<file path="src/hw/rwcm_regs.vh">
// register map, field positions and timing counts of the reset and watchdog block
`ifndef RWCM_REGS_VH
`define RWCM_REGS_VH

// ----------------------------------------------------------------
// register map
// ----------------------------------------------------------------
`define RWCM_AW              13
`define RWCM_SERVICE_ADDR    13'h001D
`define RWCM_CONTROL_ADDR    13'h001E
`define RWCM_FIXED_ADDR      13'h1FF0

// ----------------------------------------------------------------
// service values and control fields
// ----------------------------------------------------------------
`define RWCM_SERVICE_ARM     8'h55
`define RWCM_SERVICE_FIRE    8'hAA
`define RWCM_CTL_FLAG        4
`define RWCM_CTL_CME         3
`define RWCM_CTL_PEN         2
`define RWCM_CTL_SELHI       1
`define RWCM_CTL_SELLO       0
`define RWCM_FIXED_CLR_BIT   0
`define RWCM_SEL_2P15        2'h0
`define RWCM_SEL_2P17        2'h1
`define RWCM_SEL_2P19        2'h2
`define RWCM_SEL_2P21        2'h3

// ----------------------------------------------------------------
// reset sequence timing, in internal cycles
// ----------------------------------------------------------------
`define RWCM_POR_CYC         12'hFE0
`define RWCM_SAMPLE_CYC      12'h006
`define RWCM_PIN_PULSE       12'h004
`define RWCM_RST_MIN         12'h008

// ----------------------------------------------------------------
// sequencer states
// ----------------------------------------------------------------
`define RWCM_ST_POR          2'h0
`define RWCM_ST_RST          2'h1
`define RWCM_ST_RUN          2'h2

`endif

</file>
<file path="src/hw/rwcm_top.v">
// reset merge, power-on delay, two watchdogs and clock monitor
//
// Contract
// - any reset aborts, reinitialises, refetches vector
// - five sources merge into one reset
// - power-up holds reset for 4064 cycles
// - pin still low after delay extends reset
// - pin low 1.5 cycles requests reset
// - pin sampled at cycle six classifies reset
// - enabled watchdog expiry resets; service restarts
// - other accesses allowed between service writes
// - flag set by timeout/monitor, read clears
// - monitor enable always writable, reset clears
// - enabled monitor sets flag, forces reset
// - slow clock: four cycles; absent: hold
// - watchdog enable written once, reset clears
// - two-bit selector picks 2^15..2^21 period
// - upper three control bits read zero
// - both watchdogs run together, either resets
// - fixed watchdog period 262144 oscillator cycles
// - fixed watchdog only when option set
// - fixed service write zero bit0; read option
// - fixed watchdog off in bootloader mode
// - stop with monitor enabled resets device
//
// The address-and-strobe port was chosen for this implementation.
`timescale 1ns/1ns
`default_nettype none
`include "rwcm_regs.vh"

module rwcm_top #(
  parameter [21:0] PWD_TO_2P15 = 22'h008000,
  parameter [21:0] PWD_TO_2P17 = 22'h020000,
  parameter [21:0] PWD_TO_2P19 = 22'h080000,
  parameter [21:0] PWD_TO_2P21 = 22'h200000,
  // 262144 oscillator cycles at two oscillator cycles per bus cycle
  parameter [21:0] FWD_TO      = 22'h020000
) (
  input  wire                 clk,
  input  wire                 reset_n,
  input  wire [`RWCM_AW-1:0]  reg_addr,
  input  wire [7:0]           reg_wdata,
  input  wire                 reg_wr,
  input  wire                 reg_rd,
  output reg  [7:0]           reg_rdata,
  input  wire                 rst_pin_i,
  output wire                 rst_pin_o,
  output reg                  rst_pin_oe,
  input  wire                 fixed_watchdog_option,
  input  wire [7:0]           option_byte_one,
  input  wire                 bootloader_mode,
  input  wire                 clock_slow,
  input  wire                 clock_absent,
  input  wire                 stop_req,
  output reg                  sys_reset,
  output reg                  reset_external
);

  // ----------------------------------------------------------------
  // state
  // ----------------------------------------------------------------
  reg  [1:0]  state_r;
  reg  [1:0]  state_nxt;
  reg  [11:0] seq_cnt_r;
  reg  [11:0] seq_cnt_nxt;
  reg         int_src_r;
  reg         int_src_nxt;
  reg         abs_hold_r;
  reg         abs_hold_nxt;
  reg         oe_nxt;
  reg         ext_nxt;

  reg         pin_m_r;
  reg         pin_s_r;
  reg         slow_m_r;
  reg         slow_s_r;
  reg         slow_d_r;
  reg         abs_m_r;
  reg         abs_s_r;
  reg         opt_m_r;
  reg         opt_s_r;
  reg         boot_m_r;
  reg         boot_s_r;

  reg         clock_monitor_enable;
  reg         prog_watchdog_enable;
  reg  [1:0]  timeout_select;
  reg         ctl_locked_r;
  reg         watchdog_reset_flag;
  reg         armed_r;
  reg  [21:0] pwd_cnt_r;
  reg  [21:0] fwd_cnt_r;
  reg  [21:0] pwd_limit;
  reg  [7:0]  ctl_value;
  reg  [7:0]  rdata_nxt;

  wire        running;
  wire        soft_clr;
  wire        wr_service;
  wire        wr_control;
  wire        wr_fixed;
  wire        rd_control;
  wire        pwd_restart;
  wire        fwd_active;
  wire        fwd_service;
  wire        pwd_to;
  wire        fwd_to;
  wire        cm_slow_evt;
  wire        cm_abs_evt;
  wire        cm_stop_evt;
  wire        cm_evt;
  wire        src_int;
  wire        src_ext;

  // pin is open drain: only ever pulled low
  assign rst_pin_o = 1'b0;

  // ----------------------------------------------------------------
  // synchronisers for pins and asynchronous indications
  // ----------------------------------------------------------------
  always @(posedge clk or negedge reset_n)
  begin
    if (!reset_n)
    begin
      pin_m_r  <= 1'b1;
      pin_s_r  <= 1'b1;
      slow_m_r <= 1'b0;
      slow_s_r <= 1'b0;
      slow_d_r <= 1'b0;
      abs_m_r  <= 1'b0;
      abs_s_r  <= 1'b0;
      opt_m_r  <= 1'b0;
      opt_s_r  <= 1'b0;
      boot_m_r <= 1'b0;
      boot_s_r <= 1'b0;
    end
    else
    begin
      pin_m_r  <= rst_pin_i;
      pin_s_r  <= pin_m_r;
      slow_m_r <= clock_slow;
      slow_s_r <= slow_m_r;
      slow_d_r <= slow_s_r;
      abs_m_r  <= clock_absent;
      abs_s_r  <= abs_m_r;
      opt_m_r  <= fixed_watchdog_option;
      opt_s_r  <= opt_m_r;
      boot_m_r <= bootloader_mode;
      boot_s_r <= boot_m_r;
    end
  end

  // ----------------------------------------------------------------
  // decode
  // ----------------------------------------------------------------
  assign running    = (state_r == `RWCM_ST_RUN);
  assign soft_clr   = ~running;
  assign wr_service = reg_wr & (reg_addr == `RWCM_SERVICE_ADDR);
  assign wr_control = reg_wr & (reg_addr == `RWCM_CONTROL_ADDR);
  assign wr_fixed   = reg_wr & (reg_addr == `RWCM_FIXED_ADDR);
  assign rd_control = reg_rd & (reg_addr == `RWCM_CONTROL_ADDR);

  // ----------------------------------------------------------------
  // clock monitor
  // ----------------------------------------------------------------
  // slow clock single event
  assign cm_slow_evt = clock_monitor_enable & slow_s_r & ~slow_d_r;
  assign cm_abs_evt  = clock_monitor_enable & abs_s_r;
  assign cm_stop_evt = clock_monitor_enable & stop_req;
  assign cm_evt      = running & (cm_slow_evt | cm_abs_evt | cm_stop_evt);

  // ----------------------------------------------------------------
  // programmable watchdog
  // ----------------------------------------------------------------
  // period from selector
  always @*
  begin
    case (timeout_select)
      `RWCM_SEL_2P15: pwd_limit = PWD_TO_2P15;
      `RWCM_SEL_2P17: pwd_limit = PWD_TO_2P17;
      `RWCM_SEL_2P19: pwd_limit = PWD_TO_2P19;
      `RWCM_SEL_2P21: pwd_limit = PWD_TO_2P21;
      default:        pwd_limit = PWD_TO_2P15;
    endcase
  end

  assign pwd_restart = wr_service & (reg_wdata == `RWCM_SERVICE_FIRE) & armed_r;
  assign pwd_to = running & prog_watchdog_enable & (pwd_cnt_r == pwd_limit - 22'h000001);

  always @(posedge clk or negedge reset_n)
  begin
    if (!reset_n)
      armed_r <= 1'b0;
    else if (soft_clr | pwd_restart)
      armed_r <= 1'b0;
    else if (wr_service & (reg_wdata == `RWCM_SERVICE_ARM))
      armed_r <= 1'b1;
  end

  always @(posedge clk or negedge reset_n)
  begin
    if (!reset_n)
      pwd_cnt_r <= 22'h000000;
    else if (soft_clr | pwd_restart)
      pwd_cnt_r <= 22'h000000;
    else if (prog_watchdog_enable)
      pwd_cnt_r <= pwd_cnt_r + 22'h000001;
  end

  // ----------------------------------------------------------------
  // fixed watchdog
  // ----------------------------------------------------------------
  // option bit gates it
  assign fwd_active  = opt_s_r & ~boot_s_r;
  assign fwd_service = wr_fixed & ~reg_wdata[`RWCM_FIXED_CLR_BIT];
  assign fwd_to = running & fwd_active & (fwd_cnt_r == FWD_TO - 22'h000001);

  always @(posedge clk or negedge reset_n)
  begin
    if (!reset_n)
      fwd_cnt_r <= 22'h000000;
    else if (soft_clr | ~fwd_active | fwd_service)
      fwd_cnt_r <= 22'h000000;
    else
      fwd_cnt_r <= fwd_cnt_r + 22'h000001;
  end

  // ----------------------------------------------------------------
  // control register
  // ----------------------------------------------------------------
  always @(posedge clk or negedge reset_n)
  begin
    if (!reset_n)
    begin
      clock_monitor_enable <= 1'b0;
      prog_watchdog_enable <= 1'b0;
      timeout_select       <= `RWCM_SEL_2P15;
      ctl_locked_r         <= 1'b0;
    end
    else if (soft_clr)
    begin
      clock_monitor_enable <= 1'b0;
      prog_watchdog_enable <= 1'b0;
      timeout_select       <= `RWCM_SEL_2P15;
      ctl_locked_r         <= 1'b0;
    end
    else if (wr_control)
    begin
      clock_monitor_enable <= reg_wdata[`RWCM_CTL_CME];
      ctl_locked_r         <= 1'b1;
      if (!ctl_locked_r)
      begin
        prog_watchdog_enable <= reg_wdata[`RWCM_CTL_PEN];
        timeout_select       <= {reg_wdata[`RWCM_CTL_SELHI], reg_wdata[`RWCM_CTL_SELLO]};
      end
    end
  end

  // flag survives internal resets so software can see the cause
  // set wins over read clear
  always @(posedge clk or negedge reset_n)
  begin
    if (!reset_n)
      watchdog_reset_flag <= 1'b0;
    else if (pwd_to | cm_evt)
      watchdog_reset_flag <= 1'b1;
    else if (rd_control)
      watchdog_reset_flag <= 1'b0;
  end

  // ----------------------------------------------------------------
  // read port
  // ----------------------------------------------------------------
  always @*
  begin
    ctl_value = 8'h00;
    ctl_value[`RWCM_CTL_FLAG]  = watchdog_reset_flag;
    ctl_value[`RWCM_CTL_CME]   = clock_monitor_enable;
    ctl_value[`RWCM_CTL_PEN]   = prog_watchdog_enable;
    ctl_value[`RWCM_CTL_SELHI] = timeout_select[1];
    ctl_value[`RWCM_CTL_SELLO] = timeout_select[0];
    rdata_nxt = 8'h00;
    if (reg_rd)
    begin
      case (reg_addr)
        `RWCM_CONTROL_ADDR: rdata_nxt = ctl_value;
        `RWCM_FIXED_ADDR:   rdata_nxt = option_byte_one;
        default:            rdata_nxt = 8'h00;
      endcase
    end
  end

  always @(posedge clk or negedge reset_n)
  begin
    if (!reset_n)
      reg_rdata <= 8'h00;
    else
      reg_rdata <= rdata_nxt;
  end

  // ----------------------------------------------------------------
  // reset sequencer
  // ----------------------------------------------------------------
  // merged internal sources
  assign src_int = pwd_to | fwd_to | cm_evt;
  assign src_ext = ~pin_s_r;

  always @*
  begin
    state_nxt    = state_r;
    seq_cnt_nxt  = seq_cnt_r;
    int_src_nxt  = int_src_r;
    abs_hold_nxt = abs_hold_r;
    oe_nxt       = 1'b0;
    ext_nxt      = reset_external;
    case (state_r)
      `RWCM_ST_POR:
      begin
        if (seq_cnt_r != `RWCM_POR_CYC)
          seq_cnt_nxt = seq_cnt_r + 12'h001;
        else if (pin_s_r)
          state_nxt = `RWCM_ST_RUN;
      end
      `RWCM_ST_RUN:
      begin
        if (src_int | src_ext)
        begin
          state_nxt    = `RWCM_ST_RST;
          seq_cnt_nxt  = 12'h000;
          int_src_nxt  = src_int;
          abs_hold_nxt = cm_abs_evt;
          oe_nxt       = src_int;
        end
      end
      `RWCM_ST_RST:
      begin
        if (seq_cnt_r != `RWCM_RST_MIN)
          seq_cnt_nxt = seq_cnt_r + 12'h001;
        if (abs_hold_r & ~abs_s_r)
          abs_hold_nxt = 1'b0;
        // four cycles or until clock returns
        oe_nxt = (int_src_r & (seq_cnt_r + 12'h001 < `RWCM_PIN_PULSE)) |
                 (abs_hold_r & abs_s_r);
        // relies on external low and fast rise
        if (seq_cnt_r == `RWCM_SAMPLE_CYC)
          ext_nxt = ~pin_s_r & ~abs_hold_r;
        if ((seq_cnt_r == `RWCM_RST_MIN) & pin_s_r & ~abs_hold_r & ~rst_pin_oe)
          state_nxt = `RWCM_ST_RUN;
      end
      default:
      begin
        state_nxt   = `RWCM_ST_POR;
        seq_cnt_nxt = 12'h000;
      end
    endcase
  end

  always @(posedge clk or negedge reset_n)
  begin
    if (!reset_n)
    begin
      state_r        <= `RWCM_ST_POR;
      seq_cnt_r      <= 12'h000;
      int_src_r      <= 1'b0;
      abs_hold_r     <= 1'b0;
      rst_pin_oe     <= 1'b0;
      reset_external <= 1'b0;
      sys_reset      <= 1'b1;
    end
    else
    begin
      state_r        <= state_nxt;
      seq_cnt_r      <= seq_cnt_nxt;
      int_src_r      <= int_src_nxt;
      abs_hold_r     <= abs_hold_nxt;
      rst_pin_oe     <= oe_nxt;
      reset_external <= ext_nxt;
      sys_reset      <= (state_nxt != `RWCM_ST_RUN);
    end
  end

endmodule // rwcm_top

`default_nettype wire

</file>
<file path="config.mk">
export PLATFORM = sky130hd
export DESIGN_NAME = rwcm_top
export DESIGN_NICKNAME = d
export VERILOG_FILES = /design/src/hw/rwcm_top.v
export VERILOG_INCLUDE_DIRS = /design/src /design/src/hw
export SDC_FILE = /design/constraint.sdc
export NUM_CORES = 1
export LEC_CHECK = 0
export BUFFER_PORTS_ARGS = -buffer_cell sky130_fd_sc_hd__buf_2
export CAP_MARGIN = 10
export CORE_MARGIN = 3
export CORE_UTILIZATION = 45
export CTS_CLUSTER_SIZE = 12
export DETAILED_ROUTE_END_ITERATION = 8
export PLACE_DENSITY = 0.66
export SLEW_MARGIN = 30
export SYNTH_ARGS = -nofsm -noshare
export SYNTH_HDL_FRONTEND = slang
export SYNTH_SLANG_ARGS = --single-unit
export TNS_END_PERCENT = 20
</file>
<file path="constraint.sdc">
create_clock -name clk -period 2.24 [get_ports clk]
set_input_delay 0.448 -clock clk [delete_from_list [all_inputs] [get_ports clk]]
set_output_delay 0.448 -clock clk [all_outputs]
set_load 0.02 [all_outputs]
</file>
==> run summary <==
GR Overflow Total: 0
Pleak: 2.43 nW
multi-input logic area: 0.00223 mm²
fin. max-slew vios: 0
Clock transition at path regs: 0.09 ns
DRC errors left: 0
DP Wirelength: 7170 µm
DRT Wirelength: 9790 µm
Slew HR: 59.3%
Post-synth EDFFs: 0
Mapped Nets: 514
Hold WC Path Type: input port to flip-flop
Port Buffers: 49
#FFs+latches synth: 89
antenna fix cells: 0
total area of sequential cells: 0.00223 mm²
crit path buf inv count: 0
DR vias: 3639
Layout fillers: 892
placed instance area: 0.00518 mm²
CTS tree: yes
CP endpoint kind: flip-flop
initial antenna violation count: 0
vias in the first global route: 3617
critical path, cell by cell: or3_1 -> or4_4 -> o311ai_4 -> o21ai_2 -> or4_1 -> nand3_1
DRT Pass-1 Iters: 4
Die Width: 106 µm
clock buffer depth: 2
Startpoint Class: flip-flop
crit path kind: flip-flop to flip-flop
Area growth, synth to finish: 20.0%
worst skew pair latency: 0.36 ns
CTS H-Tree Depth: 3
most common cell after layout, fill and taps aside: dfrtp_1
count of final setup violators: 1
clock skew: 0.00896 ns
Mapped Avg Cell Area: 9.77 µm²
io pins: 51
Vias/cell: 5.33
Arr. time, crit path: 2.55 ns
Die H: 106 µm
Worst path slowest cell: or4_4
Max Clk Rate: 445 MHz
top cells by area, synth: dfrtp_1, nor2_1, xor2_1
first-pass GRT wire length: 17000 µm
ANT nets after route: 0
die area: 0.0113 mm²
Yosys top cell area share: 47.4%
RD Place Congestion: 0.835
clock root buffer: clkbuf_8
synthesized area: 0.00454 mm²
number of hold violations in the final report: 0
Critical Path RT: 2.54 ns
gr usage total: 18.5%
DR WL/cell: 14.3 µm
synth unique cells: 60
Initial Utilization: 46.5%
Nets: 594
largest area contributor in the netlist: dfrtp_1
PwrDens: 508 mW/mm²
FF-to-FF setup slack: -0.008 ns
period utilisation layout: 100%
Worst-Margin Slew: 0.608 ns
Num CTS Buffers: 9
largest net degree at the start of global routing: 51
minimum clock period: 2.25 ns
ys async rst share: 100%
status: complete, but fails checks
final worst slack: -0.00841 ns
Max-cap violations: 0
CP peak stage delay: 0.50 ns
TNS Setup: -0.00841 ns
Final Cell Area: 0.00545 mm²
violated checks: negative setup slack
Post-Synthesis Cells: 465
number of cell rows: 36
family with the most delay on the worst path: simple AND/OR/NAND/NOR gates
unrepaired setup endpoints after global routing: true
Seq/Total Area, Yosys: 49.1%
core area: 0.00977 mm²
most frequent cells in the layout: dfrtp_1, nor2_1, buf_2
Main synth FF type: dfrtp_1
critical path peak fanout: 4
VDD IR max: 0.000313 V
DRT iter0 DRCs: 166
Clock Sinks: 89
Yosys Warn Count: 0
fraction of layout cells with a size suffix above 1: 23.1%
-- cell usage after synthesis, types with 3 or more instances --
cell type	instances
a21oi_1	11
a22o_1	5
and2_1	8
and3_1	16
and4_1	8
clkbuf_1	15
dfrtp_1	86
dfstp_2	3
ha_1	10
inv_1	16
mux2i_1	5
nand2_1	27
nand3_1	32
nand4_1	10
nand4b_1	6
nor2_1	64
nor2b_1	7
nor3_1	9
nor4_1	3
o21ai_0	20
o31ai_1	9
or3_1	7
or4_1	5
xnor2_1	17
xor2_1	25
-- cell families after synthesis --
kind of cell	count (synthesis)	share of synthesized area [%]
buf+inv	34	3.08
mux	6	1.35
xor+xnor	42	8.10
compound gates	67	10.3
fa+ha+maj	10	2.75
simple gates	216	25.3
flops	89	49.1
other cells	1	0.0825
-- final timing paths --
kind / start / end / depth (start not counted)
min reg2reg: opt_m_r / opt_s_r / 0
max reg2reg: fwd_cnt_r[19] / seq_cnt_r[4] / 6
min in group asynchronous: reset_n / ctl_locked_r / 2
max: fwd_cnt_r[19] / seq_cnt_r[4] / 6
min: rst_pin_i / pin_m_r / 1
max in group asynchronous: reset_n / pin_m_r / 3
-- sequential cells by signal (all words and copies together), names as in the netlist, 2 cells and up --
| register | count |
|---|---|
| pwd_cnt_r | 22 |
| seq_cnt_r | 12 |
| fwd_cnt_r | 22 |
| state_r | 2 |
| reg_rdata | 8 |
| timeout_select | 2 |
-- layer usage --
metal  track usage (%)  vias up  wire, µm
li1                  -     1798         -
met1              25.9     1760      4760
met2              28.9       74      4490
met3              4.31        7       440
met4              5.30        0       101
met5                 0        -         0
-- worst register-to-register path: stages (launching register included) --
cell	delay, ns
dfrtp_1	0.39
or3_1	0.36
or4_4	0.50
o311ai_4	0.29
o21ai_2	0.12
or4_1	0.43
nand3_1	0.09
-- power breakdown --
group | switching, W | internal (W) | total (W)
clock network | 0.000612 | 0.000445 | 0.00106
registers | 0.00000481 | 0.00162 | 0.00162
logic | 0.0000534 | 0.0000359 | 0.0000892
total | 0.000670 | 0.00210 | 0.00277
-- stage by stage --
step | instances | util [%] | hold slack (ns) | total power, W | worst slack (ns)
5_1_grt | 683 | 55.8 | 0.168 | 0.00289 | -0.119
2_1_floorplan | 465 | - | 0.152 | 0.00166 | -0.00574
3_3_place_gp | 665 | 53.0 | 0.338 | 0.00174 | -0.0649
6_report | 683 | 55.8 | 0.188 | 0.00277 | -0.00841
4_1_cts | 682 | 55.4 | 0.178 | 0.00281 | -0.0285
3_5_place_dp | 665 | 53.0 | 0.335 | 0.00174 | -0.121
-- final cells by class --
| cell class | count | share of cell area (%) |
|---|---|---|
| well taps | 133 | 3.05 |
| clock inverters | 6 | 0.918 |
| repair buffers | 87 | 10.6 |
| clock buffers | 10 | 2.52 |
| multi-input cells | 342 | 40.9 |
| inverters | 16 | 1.10 |
| flip-flops and latches | 89 | 40.9 |
-- timing repair --
action	in CTS	in global routing
endpoints found under the hold margin	16	0
gates cloned	0	0
gates resized for setup	7	14
pin swaps	5	8
setup buffers	0	1
hold buffers	1	0
setup endpoints to repair	11	13
Power figures use the tool's default switching activity.
